### src/verilog/rc_osc_pkg.sv
// Constants shared by the RC oscillator trim control block.
package rc_osc_pkg;
  // ----------------------------------------------------------------
  // Bus geometry
  // ----------------------------------------------------------------
  localparam int ADDR_W = 8;
  localparam logic [1:0] RESP_OKAY = 2'h0;
  localparam logic [1:0] RESP_SLVERR = 2'h2;

  // ----------------------------------------------------------------
  // Register byte offsets
  // ----------------------------------------------------------------
  localparam logic [7:0] OFF_CONTROL = 8'h00;
  localparam logic [7:0] OFF_STATE = 8'h04;
  localparam logic [7:0] OFF_PENDING = 8'h08;
  localparam logic [7:0] OFF_MASK = 8'h0C;
  localparam logic [7:0] OFF_RAW = 8'h10;
  localparam logic [7:0] OFF_CLEAR = 8'h14;
  localparam logic [7:0] OFF_REFCFG = 8'h18;
  localparam logic [7:0] OFF_SRESET = 8'h1C;

  // ----------------------------------------------------------------
  // Field positions
  // ----------------------------------------------------------------
  localparam int CTRL_W = 14;
  localparam int CODE_W = 8;
  localparam int EXT_LSB = 4;
  localparam int PWRDN_BIT = 3;
  localparam int SEL_BIT = 2;
  localparam int CALEN_BIT = 1;
  localparam int REFEN_BIT = 0;
  localparam int ST_CODE_LSB = 2;
  localparam int ST_DONE_BIT = 1;
  localparam int ST_RDY_BIT = 0;
  localparam int IRQ_W = 2;
  localparam int IRQ_RDY_BIT = 1;
  localparam int IRQ_DONE_BIT = 0;
  localparam int REFCFG_W = 4;
  localparam int DIVRST_BIT = 3;
  localparam int REFSEL_BIT = 2;
  localparam int SRST_BIT = 0;

  // ----------------------------------------------------------------
  // Reset values
  // ----------------------------------------------------------------
  localparam logic [13:0] CONTROL_RST = 14'h07F1;
  localparam logic [1:0] MASK_RST = 2'h3;
  localparam logic [3:0] REFCFG_RST = 4'h4;
  localparam logic [7:0] EXT_CODE_RST = 8'h7F;
endpackage

### src/verilog/cal_link_if.sv
// Synchronised oscillator status carried from the monitor to the core.
`timescale 1ns/1ps
`default_nettype none
interface cal_link_if;
  logic cal_done;
  logic clk_rdy;
  logic done_rise;
  logic rdy_rise;
  logic [7:0] code;
  modport mon (output cal_done, clk_rdy, done_rise, rdy_rise, code);
  modport core (input cal_done, clk_rdy, done_rise, rdy_rise, code);
endinterface
`default_nettype wire

### src/verilog/cal_monitor.sv
// Two-stage synchronisers and rise detectors for the analog status pins.
`timescale 1ns/1ps
`default_nettype none
module cal_monitor (
  // Clock and reset
  input wire logic clk,
  input wire logic rst_n,
  // Analog status pins
  input wire logic done_pin,
  input wire logic rdy_pin,
  input wire logic [7:0] code_pin,
  // Synchronised view
  cal_link_if.mon link
);
  logic [9:0] meta_reg;
  logic [9:0] sync_reg;
  logic [1:0] last_reg;

  // Only the second stage is looked at; the first stage stays private.
  always_ff @(posedge clk) begin
    if (!rst_n) begin
      meta_reg <= 10'h000;
      sync_reg <= 10'h000;
      last_reg <= 2'h0;
    end else begin
      meta_reg <= {code_pin, rdy_pin, done_pin};
      sync_reg <= meta_reg;
      last_reg <= sync_reg[1:0];
    end
  end

  assign link.cal_done = sync_reg[0];
  assign link.clk_rdy = sync_reg[1];
  assign link.code = sync_reg[9:2];
  assign link.done_rise = sync_reg[0] & ~last_reg[0];
  assign link.rdy_rise = sync_reg[1] & ~last_reg[1];
endmodule
`default_nettype wire

### src/verilog/rc_osc_trim_ctrl.sv
// Register file and trim control for the high-frequency RC oscillator.
// Notes on behaviour
// - external trim code in bits 11:4, resets 0x7F.
// - control bit 3 powers the oscillator down.
// - control bit 2 picks external over calibrated code.
// - control bit 1 enables calibration, resets zero.
// - control bit 0 enables reference clock, resets one.
// - state shows calibration done and resulting code.
// - state bit 0 shows oscillator clock ready.
// - pending bit 1 is raw ready, unmasked.
// - pending bit 0 is raw done, unmasked.
// - mask register resets to three, all masked.
// - mask bit one suppresses its interrupt.
// - raw register shows flags regardless of mask.
// - writing one to clear bit drops flag.
// - soft reset bit 0 resets whole block except the bus slave.
//
// Register access over AXI4-Lite was left to the implementer.
`timescale 1ns/1ps
`default_nettype none
module rc_osc_trim_ctrl (
  // Clock and reset
  input wire logic CLK_SYS,
  input wire logic RST_N,
  // AXI4-Lite write address
  input wire logic [rc_osc_pkg::ADDR_W-1:0] AWADDR,
  input wire logic AWVALID,
  output logic AWREADY,
  // AXI4-Lite write data
  input wire logic [31:0] WDATA,
  input wire logic [3:0] WSTRB,
  input wire logic WVALID,
  output logic WREADY,
  // AXI4-Lite write response
  output logic [1:0] BRESP,
  output logic BVALID,
  input wire logic BREADY,
  // AXI4-Lite read address
  input wire logic [rc_osc_pkg::ADDR_W-1:0] ARADDR,
  input wire logic ARVALID,
  output logic ARREADY,
  // AXI4-Lite read data
  output logic [31:0] RDATA,
  output logic [1:0] RRESP,
  output logic RVALID,
  input wire logic RREADY,
  // Analog oscillator control
  output logic OSC_POWER_DOWN,
  output logic [7:0] OSC_TRIM,
  output logic OSC_CAL_EN,
  output logic OSC_REF_EN,
  output logic OSC_REF_FULL,
  output logic OSC_DIV_RST,
  // Analog oscillator status, asynchronous
  input wire logic CAL_DONE_IN,
  input wire logic CLK_RDY_IN,
  input wire logic [7:0] CAL_CODE_IN,
  // Interrupt
  output logic IRQ
);
  import rc_osc_pkg::*;

  // ----------------------------------------------------------------
  // Soft reset
  // ----------------------------------------------------------------
  logic soft_rst_reg;
  logic soft_rst_next;
  logic blk_rst_n;
  // The bus slave stays on the pin reset only, so the write that
  // triggers a soft reset still completes its response normally.
  assign blk_rst_n = RST_N & ~soft_rst_reg;
  cal_link_if link ();
  cal_monitor u_mon (
    .clk(CLK_SYS),
    .rst_n(blk_rst_n),
    .done_pin(CAL_DONE_IN),
    .rdy_pin(CLK_RDY_IN),
    .code_pin(CAL_CODE_IN),
    .link(link.mon)
  );

  // ----------------------------------------------------------------
  // AXI4-Lite write channel
  // ----------------------------------------------------------------
  logic aw_full_reg;
  logic w_full_reg;
  logic [ADDR_W-1:0] waddr_reg;
  logic [31:0] wdata_reg;
  logic [3:0] wstrb_reg;
  logic do_write;
  logic [31:0] wmask;
  logic [31:0] wval;
  logic wr_hit;
  assign do_write = aw_full_reg & w_full_reg & ~BVALID;
  assign wmask = {{8{wstrb_reg[3]}}, {8{wstrb_reg[2]}},
                  {8{wstrb_reg[1]}}, {8{wstrb_reg[0]}}};
  assign wval = wdata_reg & wmask;
  function automatic logic [31:0] merge(input logic [31:0] old);
    return (old & ~wmask) | wval;
  endfunction
  always_ff @(posedge CLK_SYS) begin
    if (!RST_N) begin
      AWREADY <= 1'b1;
      aw_full_reg <= 1'b0;
      waddr_reg <= '0;
    end else begin
      if (AWVALID && AWREADY) begin
        AWREADY <= 1'b0;
        aw_full_reg <= 1'b1;
        waddr_reg <= AWADDR;
      end else if (do_write) begin
        aw_full_reg <= 1'b0;
      end else if (BVALID && BREADY) begin
        AWREADY <= 1'b1;
      end
    end
  end

  always_ff @(posedge CLK_SYS) begin
    if (!RST_N) begin
      WREADY <= 1'b1;
      w_full_reg <= 1'b0;
      wdata_reg <= 32'h0000_0000;
      wstrb_reg <= 4'h0;
    end else begin
      if (WVALID && WREADY) begin
        WREADY <= 1'b0;
        w_full_reg <= 1'b1;
        wdata_reg <= WDATA;
        wstrb_reg <= WSTRB;
      end else if (do_write) begin
        w_full_reg <= 1'b0;
      end else if (BVALID && BREADY) begin
        WREADY <= 1'b1;
      end
    end
  end

  always_comb begin
    unique case (waddr_reg)
      OFF_CONTROL, OFF_STATE, OFF_PENDING, OFF_MASK, OFF_RAW,
      OFF_CLEAR, OFF_REFCFG, OFF_SRESET: wr_hit = 1'b1;
      default: wr_hit = 1'b0;
    endcase
  end
  always_ff @(posedge CLK_SYS) begin
    if (!RST_N) begin
      BVALID <= 1'b0;
      BRESP <= RESP_OKAY;
    end else if (do_write) begin
      BVALID <= 1'b1;
      BRESP <= wr_hit ? RESP_OKAY : RESP_SLVERR;
    end else if (BVALID && BREADY) begin
      BVALID <= 1'b0;
    end
  end

  // ----------------------------------------------------------------
  // Control and configuration registers
  // ----------------------------------------------------------------
  logic [CTRL_W-1:0] control_reg;
  logic [IRQ_W-1:0] mask_reg;
  logic [REFCFG_W-1:0] refcfg_reg;
  logic [IRQ_W-1:0] raw_reg;
  logic [IRQ_W-1:0] raw_next;
  logic [IRQ_W-1:0] clr_pulse;
  logic [CODE_W-1:0] result_reg;
  logic [CODE_W-1:0] ext_code;
  assign ext_code = control_reg[EXT_LSB +: CODE_W];
  // Writable fields, including the reserved control bits 13:12.
  always_ff @(posedge CLK_SYS) begin
    if (!blk_rst_n) begin
      control_reg <= CONTROL_RST;
    end else if (do_write && waddr_reg == OFF_CONTROL) begin
      control_reg <= CTRL_W'(merge({18'h0, control_reg}));
    end
  end
  always_ff @(posedge CLK_SYS) begin
    if (!blk_rst_n) begin
      mask_reg <= MASK_RST;
    end else if (do_write && waddr_reg == OFF_MASK) begin
      mask_reg <= IRQ_W'(merge({30'h0, mask_reg}));
    end
  end
  always_ff @(posedge CLK_SYS) begin
    if (!blk_rst_n) begin
      refcfg_reg <= REFCFG_RST;
    end else if (do_write && waddr_reg == OFF_REFCFG) begin
      refcfg_reg <= REFCFG_W'(merge({28'h0, refcfg_reg}));
    end
  end
  // Write-one pulse; the register itself reads back as zero.
  always_ff @(posedge CLK_SYS) begin
    if (!RST_N) begin
      soft_rst_reg <= 1'b0;
    end else begin
      soft_rst_reg <= soft_rst_next;
    end
  end
  assign soft_rst_next = do_write && waddr_reg == OFF_SRESET &&
                         wval[SRST_BIT];

  // ----------------------------------------------------------------
  // Calibration result and event flags
  // ----------------------------------------------------------------
  always_ff @(posedge CLK_SYS) begin
    if (!blk_rst_n) begin
      result_reg <= '0;
    end else if (link.done_rise) begin
      result_reg <= link.code;
    end
  end
  assign clr_pulse = (do_write && waddr_reg == OFF_CLEAR) ?
                     wval[IRQ_W-1:0] : '0;
  // A rising event in the same cycle as its clear keeps the flag set.
  always_comb begin
    raw_next = raw_reg & ~clr_pulse;
    if (link.rdy_rise) begin
      raw_next[IRQ_RDY_BIT] = 1'b1;
    end
    if (link.done_rise) begin
      raw_next[IRQ_DONE_BIT] = 1'b1;
    end
  end
  always_ff @(posedge CLK_SYS) begin
    if (!blk_rst_n) begin
      raw_reg <= '0;
    end else begin
      raw_reg <= raw_next;
    end
  end
  always_ff @(posedge CLK_SYS) begin
    if (!blk_rst_n) begin
      IRQ <= 1'b0;
    end else begin
      IRQ <= |(raw_reg & ~mask_reg);
    end
  end

  // ----------------------------------------------------------------
  // Oscillator control outputs
  // ----------------------------------------------------------------
  always_ff @(posedge CLK_SYS) begin
    if (!blk_rst_n) begin
      OSC_POWER_DOWN <= 1'b0;
      OSC_TRIM <= EXT_CODE_RST;
      OSC_CAL_EN <= 1'b0;
      OSC_REF_EN <= 1'b1;
      OSC_REF_FULL <= 1'b1;
      OSC_DIV_RST <= 1'b0;
    end else begin
      OSC_POWER_DOWN <= control_reg[PWRDN_BIT];
      OSC_TRIM <= control_reg[SEL_BIT] ?
                  ext_code : result_reg;
      OSC_CAL_EN <= control_reg[CALEN_BIT];
      OSC_REF_EN <= control_reg[REFEN_BIT];
      OSC_REF_FULL <= refcfg_reg[REFSEL_BIT];
      OSC_DIV_RST <= refcfg_reg[DIVRST_BIT];
    end
  end

  // ----------------------------------------------------------------
  // AXI4-Lite read channel
  // ----------------------------------------------------------------
  logic [31:0] rd_data;
  logic rd_hit;
  always_comb begin
    rd_data = 32'h0000_0000;
    rd_hit = 1'b1;
    unique case (ARADDR)
      OFF_CONTROL: rd_data[CTRL_W-1:0] = control_reg;
      OFF_STATE: begin
        rd_data[ST_CODE_LSB +: CODE_W] = result_reg;
        rd_data[ST_DONE_BIT] = link.cal_done;
        rd_data[ST_RDY_BIT] = link.clk_rdy;
      end
      OFF_PENDING: rd_data[IRQ_W-1:0] = raw_reg & ~mask_reg;
      OFF_MASK: rd_data[IRQ_W-1:0] = mask_reg;
      OFF_RAW: rd_data[IRQ_W-1:0] = raw_reg;
      OFF_CLEAR, OFF_SRESET: rd_data = 32'h0000_0000;
      OFF_REFCFG: rd_data[REFCFG_W-1:0] = refcfg_reg;
      default: rd_hit = 1'b0;
    endcase
  end
  always_ff @(posedge CLK_SYS) begin
    if (!RST_N) begin
      ARREADY <= 1'b1;
      RVALID <= 1'b0;
      RDATA <= 32'h0000_0000;
      RRESP <= RESP_OKAY;
    end else if (ARVALID && ARREADY) begin
      ARREADY <= 1'b0;
      RVALID <= 1'b1;
      RDATA <= rd_data;
      RRESP <= rd_hit ? RESP_OKAY : RESP_SLVERR;
    end else if (RVALID && RREADY) begin
      ARREADY <= 1'b1;
      RVALID <= 1'b0;
    end
  end
endmodule
`default_nettype wire
### config.mk
export PLATFORM = sky130hd
export DESIGN_NAME = rc_osc_trim_ctrl
export DESIGN_NICKNAME = d
export VERILOG_FILES = /design/src/verilog/rc_osc_pkg.sv /design/src/verilog/cal_link_if.sv /design/src/verilog/cal_monitor.sv /design/src/verilog/rc_osc_trim_ctrl.sv
export SDC_FILE = /design/constraint.sdc
export NUM_CORES = 1
export LEC_CHECK = 0
export BUFFER_PORTS_ARGS = -buffer_cell sky130_fd_sc_hd__clkbuf_2
export CAP_MARGIN = 20
export CORE_MARGIN = 2
export CORE_UTILIZATION = 55
export CTS_CLUSTER_SIZE = 24
export DETAILED_ROUTE_END_ITERATION = 10
export GPL_TIMING_DRIVEN = 1
export PLACE_DENSITY = 0.93
export SYNTH_ARGS = -nofsm -noshare
export SYNTH_HDL_FRONTEND = slang
export SYNTH_HIERARCHICAL = 1
export SYNTH_SLANG_ARGS = --single-unit
### constraint.sdc
create_clock -name CLK_SYS -period 4.3 [get_ports CLK_SYS]
set_input_delay 0.43 -clock CLK_SYS [delete_from_list [all_inputs] [get_ports CLK_SYS]]
set_output_delay 0.43 -clock CLK_SYS [all_outputs]
set_load 0.05 [all_outputs]
==> run metrics, run 1 <==
drt wl/cell 15.4 um; Yosys warning total 6; die area 8830 um2; vias in the first global route 3495; Remaining DRCs 0; clk buf depth 2; setup bufs post-CTS 0; router iterations before antenna repair 4; Setup violations, final 0; Die X 94.0 um; Post-Synth Simple-Gate Area 0.218; Skew-Pair Late Insertion Delay 0.51 ns; mux contribution to synthesized area 0.101; DR vias 3607; # nets final 614; Via density 5.47; FFs w/ async S/R, synth 0; hold_ws 0.126 ns; Critical Path AT 2.72 ns; Seq/Total Area, Yosys 0.517; CTS H-tree depth 4; CTS resizes 0; Max Slew Vio Count 0; Yosys top cell by area dfxtp_1; drt total wl 10.2 mm; min setup slack post-route 2.01 ns; status complete, no violations; Hold Crit Class in2reg; Avg Inst Size Synth 9.59 um2; Setup crit end kind register; Critical path buffers and inverters 0; row cnt 32; final hold vios 0; Diodes inserted 0; design area 5480 um2; Design Power 2.85 mW; worst clock skew 0.00735 ns; Post-Place Setup Slack 1.90 ns; ys flop type dfxtp_1; top cell type's share of synthesized area 0.517; placed insts 627; Syn Inst Count 464; DRT iter0 DRCs 161; Max-Cap Viols 0; Tot GR Track Use 0.248; pwr dens 520 nW/um2; CP max stage delay 1.06 ns; adder-cell share of the synthesized area 0; HPWL after DPL 6.66 mm; Reg clk slew, reported paths 0.06 ns; placed cell areas 4830 um2; Root Driver clkbuf_8; crit-path cells nand2_1, nor4_2, nand3_1, a21boi_0; Peak supply drop 0.000431 V; initial antenna violation count 0; Slew Limit Headroom 0.267; first-pass GRT wire length 16.7 mm; required time worst endpoint 4.73 ns; Crit Path Class reg2reg; non-filler cells, final 660; Compound-Gate Fraction of Synth Area 0.104; Starting Density 0.573; Worst Tran Pin Value 1.09 ns; Top-Level Pins 124; crit path launch type register; Yosys cell types 38; area grow syn2layout 23.2%; CTS sink cnt 115; cts bufs inserted 17; Yosys reg bits 115; ANT nets after route 0; critical path's slowest cell nor4_2; period utilization 0.532; xor and xnor fraction of the mapped netlist area 0; mapped cell area 4450 um2; number of port buffers 83; Crit Path Max Fanout 18; Synth area leaders dfxtp_1 52%, mux2i_1 8.5%, nand2_1 6.2%; CTS tree yes; Setup TNS 0 ns; maximum clock frequency 437 MHz; Largest delay share family, worst path simple AND/OR/NAND/NOR gates; Post-synth EDFFs 0; grt total ovfl 0; Leak 2.43 nW; fin util 0.706; GP Congestion 0.847; RSZ-0062 raised after global routing no; largest net degree at the start of global routing 52; Die H 94.0 um; largest family of logic cells by synthesized area simple AND/OR/NAND/NOR gates; minimum clock period 2.29 ns; CORE AREA 7770 um2; layout cells sized above 1 0.265; cts hold-fix bufs 0
## cell usage in the layout, fill, tap and decap left out, types with 4 or more instances in the layout
cell type,count
dfxtp_1,115
clkbuf_2,83
nand2_1,73
mux2i_1,38
a21boi_0,30
nor2_1,25
conb_1,20
nand3_1,16
o21ai_0,16
clkbuf_16,16
and2_2,16
and2_1,12
a21oi_1,11
nor2b_1,10
nand2b_1,9
mux2_2,6
a22oi_1,6
and3_1,5
bufinv_16,5
nand3b_1,4
## worst paths after layout
path	start	to	slack, ns	cells past startpoint
min	CLK_RDY_IN	u_mon/meta_reg[1]	0.13	2
min reg2reg	register	BRESP[1]	0.42	1
max	ARREADY	RDATA[11]	2.01	4
max reg2reg	ARREADY	RDATA[11]	2.01	4
## routing by layer
layer	part of all wire	wire, um	vias to the layer above	track usage
li1	-	-	1698	-
met1	0.40	4040	1721	0.281
met2	0.50	5120	158	0.424
met3	0.070	712	30	0.0787
met4	0.031	312	0	0.116
met5	0	0	-	0
## final cells by class
| class | count | area, um2 |
|---|---|---|
| Fill cell | 563 | 2290 |
| Clock buffer | 17 | 414 |
| Multi-Input combinational cell | 322 | 1950 |
| Sequential cell | 115 | 2300 |
| Clock inverter | 15 | 230 |
| Timing Repair Buffer | 86 | 442 |
| Tap cell | 102 | 128 |
| Inverter | 3 | 11.3 |
## worst reg2reg max path: cells and delay by family (launching register included)
family           cells  cell delay [ns]
AND/OR/NAND/NOR      3             1.63
flip-flops           1             0.36
AO/OA/AOI/OAI        1             0.22
## synthesized netlist by cell type (all sizes together) (5+ instances only)
cell,n
dfxtp,115
nand2,73
mux2i,38
a21boi,30
and2,28
buf,27
nor2,25
clkbuf,16
nand3,16
o21ai,16
a21oi,11
nor2b,10
nand2b,9
a22oi,6
mux2,6
and3,5
## cells by family after synthesis
| group | after synthesis |
|---|---|
| buffers and inverters | 46 |
| AOI/OAI and AO/OA | 70 |
| and+or+nand+nor | 188 |
| other | 1 |
| DFF | 115 |
| muxes | 44 |
## where the power goes
part	total, mW	switching [mW]	internal, mW
combinational	0.216	0.152	0.0634
clock	1.51	0.506	1.00
sequential	1.13	0.0237	1.10
total	2.85	0.681	2.17
(Power assumes the default switching activity.)
==> run 2: changes to the inputs <==
--- a/config.mk
+++ b/config.mk
@@ -5,14 +5,15 @@
 export SDC_FILE = /design/constraint.sdc
 export NUM_CORES = 1
 export LEC_CHECK = 0
+export ABC_AREA = 1
 export BUFFER_PORTS_ARGS = -buffer_cell sky130_fd_sc_hd__clkbuf_2
 export CAP_MARGIN = 20
 export CORE_MARGIN = 2
-export CORE_UTILIZATION = 55
+export CORE_UTILIZATION = 52
 export CTS_CLUSTER_SIZE = 24
 export DETAILED_ROUTE_END_ITERATION = 10
 export GPL_TIMING_DRIVEN = 1
-export PLACE_DENSITY = 0.93
+export PLACE_DENSITY = 0.9
 export SYNTH_ARGS = -nofsm -noshare
 export SYNTH_HDL_FRONTEND = slang
 export SYNTH_HIERARCHICAL = 1
==> constraint.sdc (replaced) <==
create_clock -name CLK_SYS -period 2.3 [get_ports CLK_SYS]
set_input_delay 0.23 -clock CLK_SYS [delete_from_list [all_inputs] [get_ports CLK_SYS]]
set_output_delay 0.23 -clock CLK_SYS [all_outputs]
set_load 0.05 [all_outputs]
==> run 2 against run 1 <==
Against the previous run:
- non-clock buffer count rose by 19
- sequential share of layout area shrank 1.2 points
- area after synthesis is 0.20% higher
- critical path depth rose by 1
- total power increased by 89%
- cell count increased by 20%
==> run metrics, run 2 <==
FFs w/ async S/R, synth 0; worst clock skew 0.00722 ns; cts hold-fix bufs 18; top cell type's share of synthesized area 0.516; Setup crit end kind register; ANT nets after route 0; Yosys warning total 6; critical path's slowest cell dfxtp_1; crit-path cells nand3_4, nor3_4, nand3_4, o21ai_1, a21oi_2; CORE AREA 8260 um2; CTS resizes 0; CTS tree yes; cts bufs inserted 17; mapped cell area 4460 um2; Yosys cell types 35; initial antenna violation count 0; Remaining DRCs 0; Crit Path Max Fanout 14; Slew Limit Headroom 0.610; Critical Path AT 2.04 ns; crit path launch type register; Top-Level Pins 124; Via density 5.07; Setup violations, final 0; GP Congestion 0.935; die area 9330 um2; drt wl/cell 13.4 um; Yosys top cell by area dfxtp_1; required time worst endpoint 2.70 ns; critical path's most frequent cell nand3_4; maximum clock frequency 610 MHz; Reg clk slew, reported paths 0.06 ns; number of port buffers 83; clk buf depth 2; Post-Place Setup Slack 0.739 ns; DR vias 4014; Skew-Pair Late Insertion Delay 0.51 ns; Starting Density 0.540; period utilization 0.713; Tot GR Track Use 0.232; most frequent cells in the layout 126 x nand2_1, 115 x dfxtp_1, 83 x clkbuf_2; CTS H-tree depth 4; RSZ-0062 raised after global routing no; CP max stage delay 0.41 ns; Max Slew Vio Count 0; DRT iter0 DRCs 237; first-pass GRT wire length 17.7 mm; final hold vios 0; Root Driver clkbuf_8; start point of the critical path w_full_reg; ys flop type dfxtp_1; reg2reg start w_full_reg; Post-synth EDFFs 0; Yosys reg bits 115; Leak 2.71 nW; Synth area leaders dfxtp_1 52%, nand2_1 11%, inv_1 6.0%; minimum clock period 1.64 ns; Crit Path Class reg2reg; CTS sink cnt 115; Avg Inst Size Synth 7.82 um2; drt total wl 10.6 mm; synth cell count leaders 126 x nand2_1, 115 x dfxtp_1, 71 x inv_1; router iterations before antenna repair 4; Seq/Total Area, Yosys 0.516; HPWL after DPL 6.95 mm; Max-Cap Viols 0; # nets final 744; Worst Tran Pin Value 0.585 ns; Die X 96.6 um; count leader, synth nand2_1; row cnt 33; Syn Inst Count 570; Setup TNS 0 ns; vias in the first global route 3904; FF-to-FF setup slack 0.66 ns; Hold Crit Class in2reg; pwr dens 954 nW/um2; area grow syn2layout 26.6%; r2r worst-path depth 5; commonest non-fill, non-tap cell in the layout nand2_1; Diodes inserted 0; largest net degree at the start of global routing 48; Peak supply drop 0.000545 V; setup bufs post-CTS 0; grt total ovfl 0; Die H 96.6 um; min setup slack post-route 0.660 ns; layout cells sized above 1 0.203; status complete, no violations
[run 2: worst min path at each step]
| stage | from | cells after the start | end | slack, ns |
|---|---|---|---|---|
| after detailed placement | u_mon/meta_reg[8] | 2 | u_mon/sync_reg[8] | 0.40 |
| after floorplan | CAL_CODE_IN[2] | 2 | u_mon/meta_reg[4] | 0.32 |
| final | AWADDR[6] | 3 | waddr_reg[6] | 0.02 |
| after global routing | AWADDR[5] | 3 | waddr_reg[5] | 0.02 |
| after global placement | u_mon/meta_reg[4] | 2 | u_mon/sync_reg[4] | 0.39 |
| after CTS | AWADDR[6] | 3 | waddr_reg[6] | 0.005 |
[run 2: stage by stage]
| stage | power (mW) | hold WS, ns | cell area (um2) | std cells | util |
|---|---|---|---|---|---|
| after global placement | 2.70 | 0.394 | 4860 | 743 | 0.589 |
| after CTS | 5.39 | 0.00450 | 5650 | 791 | 0.684 |
| after floorplan | 2.61 | 0.323 | 4530 | 589 | - |
| final | 5.39 | 0.0182 | 5650 | 791 | 0.684 |
| after global routing | 5.56 | 0.0214 | 5650 | 791 | 0.684 |
| after detailed placement | 2.73 | 0.400 | 4860 | 743 | 0.589 |
[run 2: cell families after synthesis]
kind of cell	share of synthesized area
flip-flops	0.516
other	0.000841
AND/OR/NAND/NOR	0.227
buffers and inverters	0.123
AO/OA/AOI/OAI	0.134
[run 2: where the power goes]
group / total, mW / internal, mW / switching, mW
Clock: 2.67 / 1.79 / 0.875
Sequential: 2.16 / 2.10 / 0.0637
Combinational: 0.562 / 0.150 / 0.412
Total: 5.39 / 4.04 / 1.35
[run 2: layout make-up]
type | count | area (um2)
Clock inverter | 11 | 160
Fill cell | 651 | 2610
Sequential cell | 115 | 2300
Inverter | 81 | 304
Tap cell | 105 | 131
Timing Repair Buffer | 105 | 626
Clock buffer | 19 | 442
Multi-Input combinational cell | 355 | 1680
[run 2: worst max-delay path, delay by kind of cell (launching register included)]
| family | cells | cell delay (ns) |
|---|---|---|
| DFF | 1 | 0.41 |
| and+or+nand+nor | 3 | 0.82 |
| AOI/OAI and AO/OA | 2 | 0.28 |
[run 2: layer usage]
| metal | up-vias | GRT usage | part of all wire |
|---|---|---|---|
| met4 | 0 | 0.120 | 0.036 |
| met2 | 180 | 0.407 | 0.51 |
| met5 | - | 0 | 0 |
| met3 | 39 | 0.0600 | 0.066 |
| li1 | 1982 | - | - |
| met1 | 1813 | 0.257 | 0.39 |
==> run 3: changes to the inputs <==
==> constraint.sdc (replaced) <==
create_clock -name CLK_SYS -period 1.7 [get_ports CLK_SYS]
set_input_delay 0.17 -clock CLK_SYS [delete_from_list [all_inputs] [get_ports CLK_SYS]]
set_output_delay 0.17 -clock CLK_SYS [all_outputs]
set_load 0.05 [all_outputs]
==> run 3 against run 2 <==
Against the previous run:
- clock skew barely moved
- cell area rose by 3.9%
- critical path type unchanged
- core utilization rose by 2.7 points
- worst hold slack got worse by 0.0063 ns
- register-to-register slack got worse by 0.59 ns
- sequential share of layout area fell by 1.5 points
- clock power rose by 40%
- die area did not move
==> run metrics, run 3 (synthesis gave the netlist of run 2 again) <==
status complete, no violations; Slew Limit Headroom 0.620; Reg clk slew, reported paths 0.06 ns; RSZ-0062 raised after global routing no; clk buf depth 2; part of the power in combinational logic 0.110; CTS sink cnt 115; Root Driver clkbuf_8; Die H 96.6 um; initial antenna violation count 0; Tot GR Track Use 0.259; worst clock skew 0.00765 ns; row cnt 33; period utilization 0.956; number of port buffers 83; Crit Path Max Fanout 5; GP Congestion 0.981; CTS tree yes; ANT nets after route 0; Max Slew Vio Count 0; CTS H-tree depth 4; start point of the critical path waddr_reg[5]; Peak supply drop 0.000763 V; commonest non-fill, non-tap cell in the layout nand2_1; Leak 2.80 nW; Setup TNS 0 ns; drt wl/cell 14.6 um; most frequent cells in the layout 126 x nand2_1, 115 x dfxtp_1, 83 x clkbuf_2; crit path launch type register; Hold Crit Class in2reg; Crit Path Class reg2reg; required time worst endpoint 2.10 ns; Diodes inserted 0; die area 9330 um2; cell-internal power 5.51 mW; Design Power 7.48 mW; Flop pwr share 0.391; Remaining DRCs 0; DRT iter0 DRCs 309; fin util 0.710; Setup violations, final 0; Max-Cap Viols 0; vias in the first global route 4323; largest net degree at the start of global routing 43; Starting Density 0.540; Critical Path AT 2.03 ns; router iterations before antenna repair 6; Worst Tran Pin Value 0.568 ns; P_sw 1.97 mW; grt total ovfl 0; pwr dens 1270 nW/um2; HPWL after DPL 7.15 mm; Die X 96.6 um; minimum clock period 1.63 ns; layout cells sized above 1 0.207; Fillers 598; r2r worst-path depth 6; # nets final 763; maximum clock frequency 615 MHz; area grow syn2layout 31.6%; first-pass GRT wire length 19.5 mm; cts bufs inserted 17; DR vias 4297; Setup crit end kind register; CORE AREA 8260 um2; CTS resizes 0; Skew-Pair Late Insertion Delay 0.52 ns; Via density 5.29; FF-to-FF setup slack 0.07 ns; drt total wl 11.8 mm; Top-Level Pins 124; Clock Power Share 0.499; Sw Ratio 0.264; final hold vios 0; reg2reg start waddr_reg[5]
run 3: area by class of cell:
cell class | instances | area (um2) | area share
sequential | 115 | 2300 | 0.392
multi-input combinational | 355 | 1680 | 0.287
timing repair buffer | 124 | 816 | 0.139
clock buffer | 18 | 428 | 0.0729
inverter | 81 | 304 | 0.0518
clock inverter | 14 | 204 | 0.0348
tap | 105 | 131 | 0.0224
run 3: metal layers:
layer	vias up	wire length, um	GRT usage
met5	-	0	0
met4	0	715	0.172
met3	67	829	0.0629
met2	254	5860	0.451
met1	1956	4410	0.276
li1	2020	-	-
run 3: repair_timing:
action / in CTS / in global routing
endpoints found under the hold margin: 35 / 0
setup endpoints to repair: 0 / 6
buffers inserted: 0 / 1
hold buffers: 32 / 0
run 3: worst max-delay path: stages, from the launching register on:
cell and delay (ns):
dfxtp_1 0.33, nor2_1 0.14, nand2_1 0.18, nor2_1 0.29
nand3_1 0.25, o21ai_0 0.27, a21oi_1 0.06
run 3: stage by stage:
step	hold WS (ns)	instance area, um2	std cells	setup slack (ns)
3_5_place_dp	0.355	4890	747	0.162
3_3_place_gp	0.350	4890	747	0.217
6_report	0.0119	5870	812	0.0747
2_1_floorplan	0.263	4530	589	0.0629
5_1_grt	0.0152	5870	812	0.00456
4_1_cts	0.00427	5850	811	0.112
run 3: worst min path at each step:
stage                     cells after the start           start                 to  slack, ns
after floorplan                               2  CAL_CODE_IN[2]  u_mon/meta_reg[4]       0.26
after global placement                        3  CAL_CODE_IN[2]  u_mon/meta_reg[4]       0.35
after detailed placement                      3  CAL_CODE_IN[2]  u_mon/meta_reg[4]       0.36
after CTS                                     3        WDATA[4]       wdata_reg[4]      0.004
after global routing                          3        WDATA[1]       wdata_reg[1]       0.02
final                                         3        WDATA[4]       wdata_reg[4]       0.01
run 3: power groups by stage:
stage | registers (mW) | logic, mW | clock network (mW)
5_1_grt | 2.93 | 0.881 | 3.91
3_5_place_dp | 2.97 | 0.722 | 0
2_1_floorplan | 3.11 | 0.425 | 0
4_1_cts | 2.92 | 0.798 | 3.74
3_3_place_gp | 2.96 | 0.700 | 0
6_report | 2.92 | 0.822 | 3.73
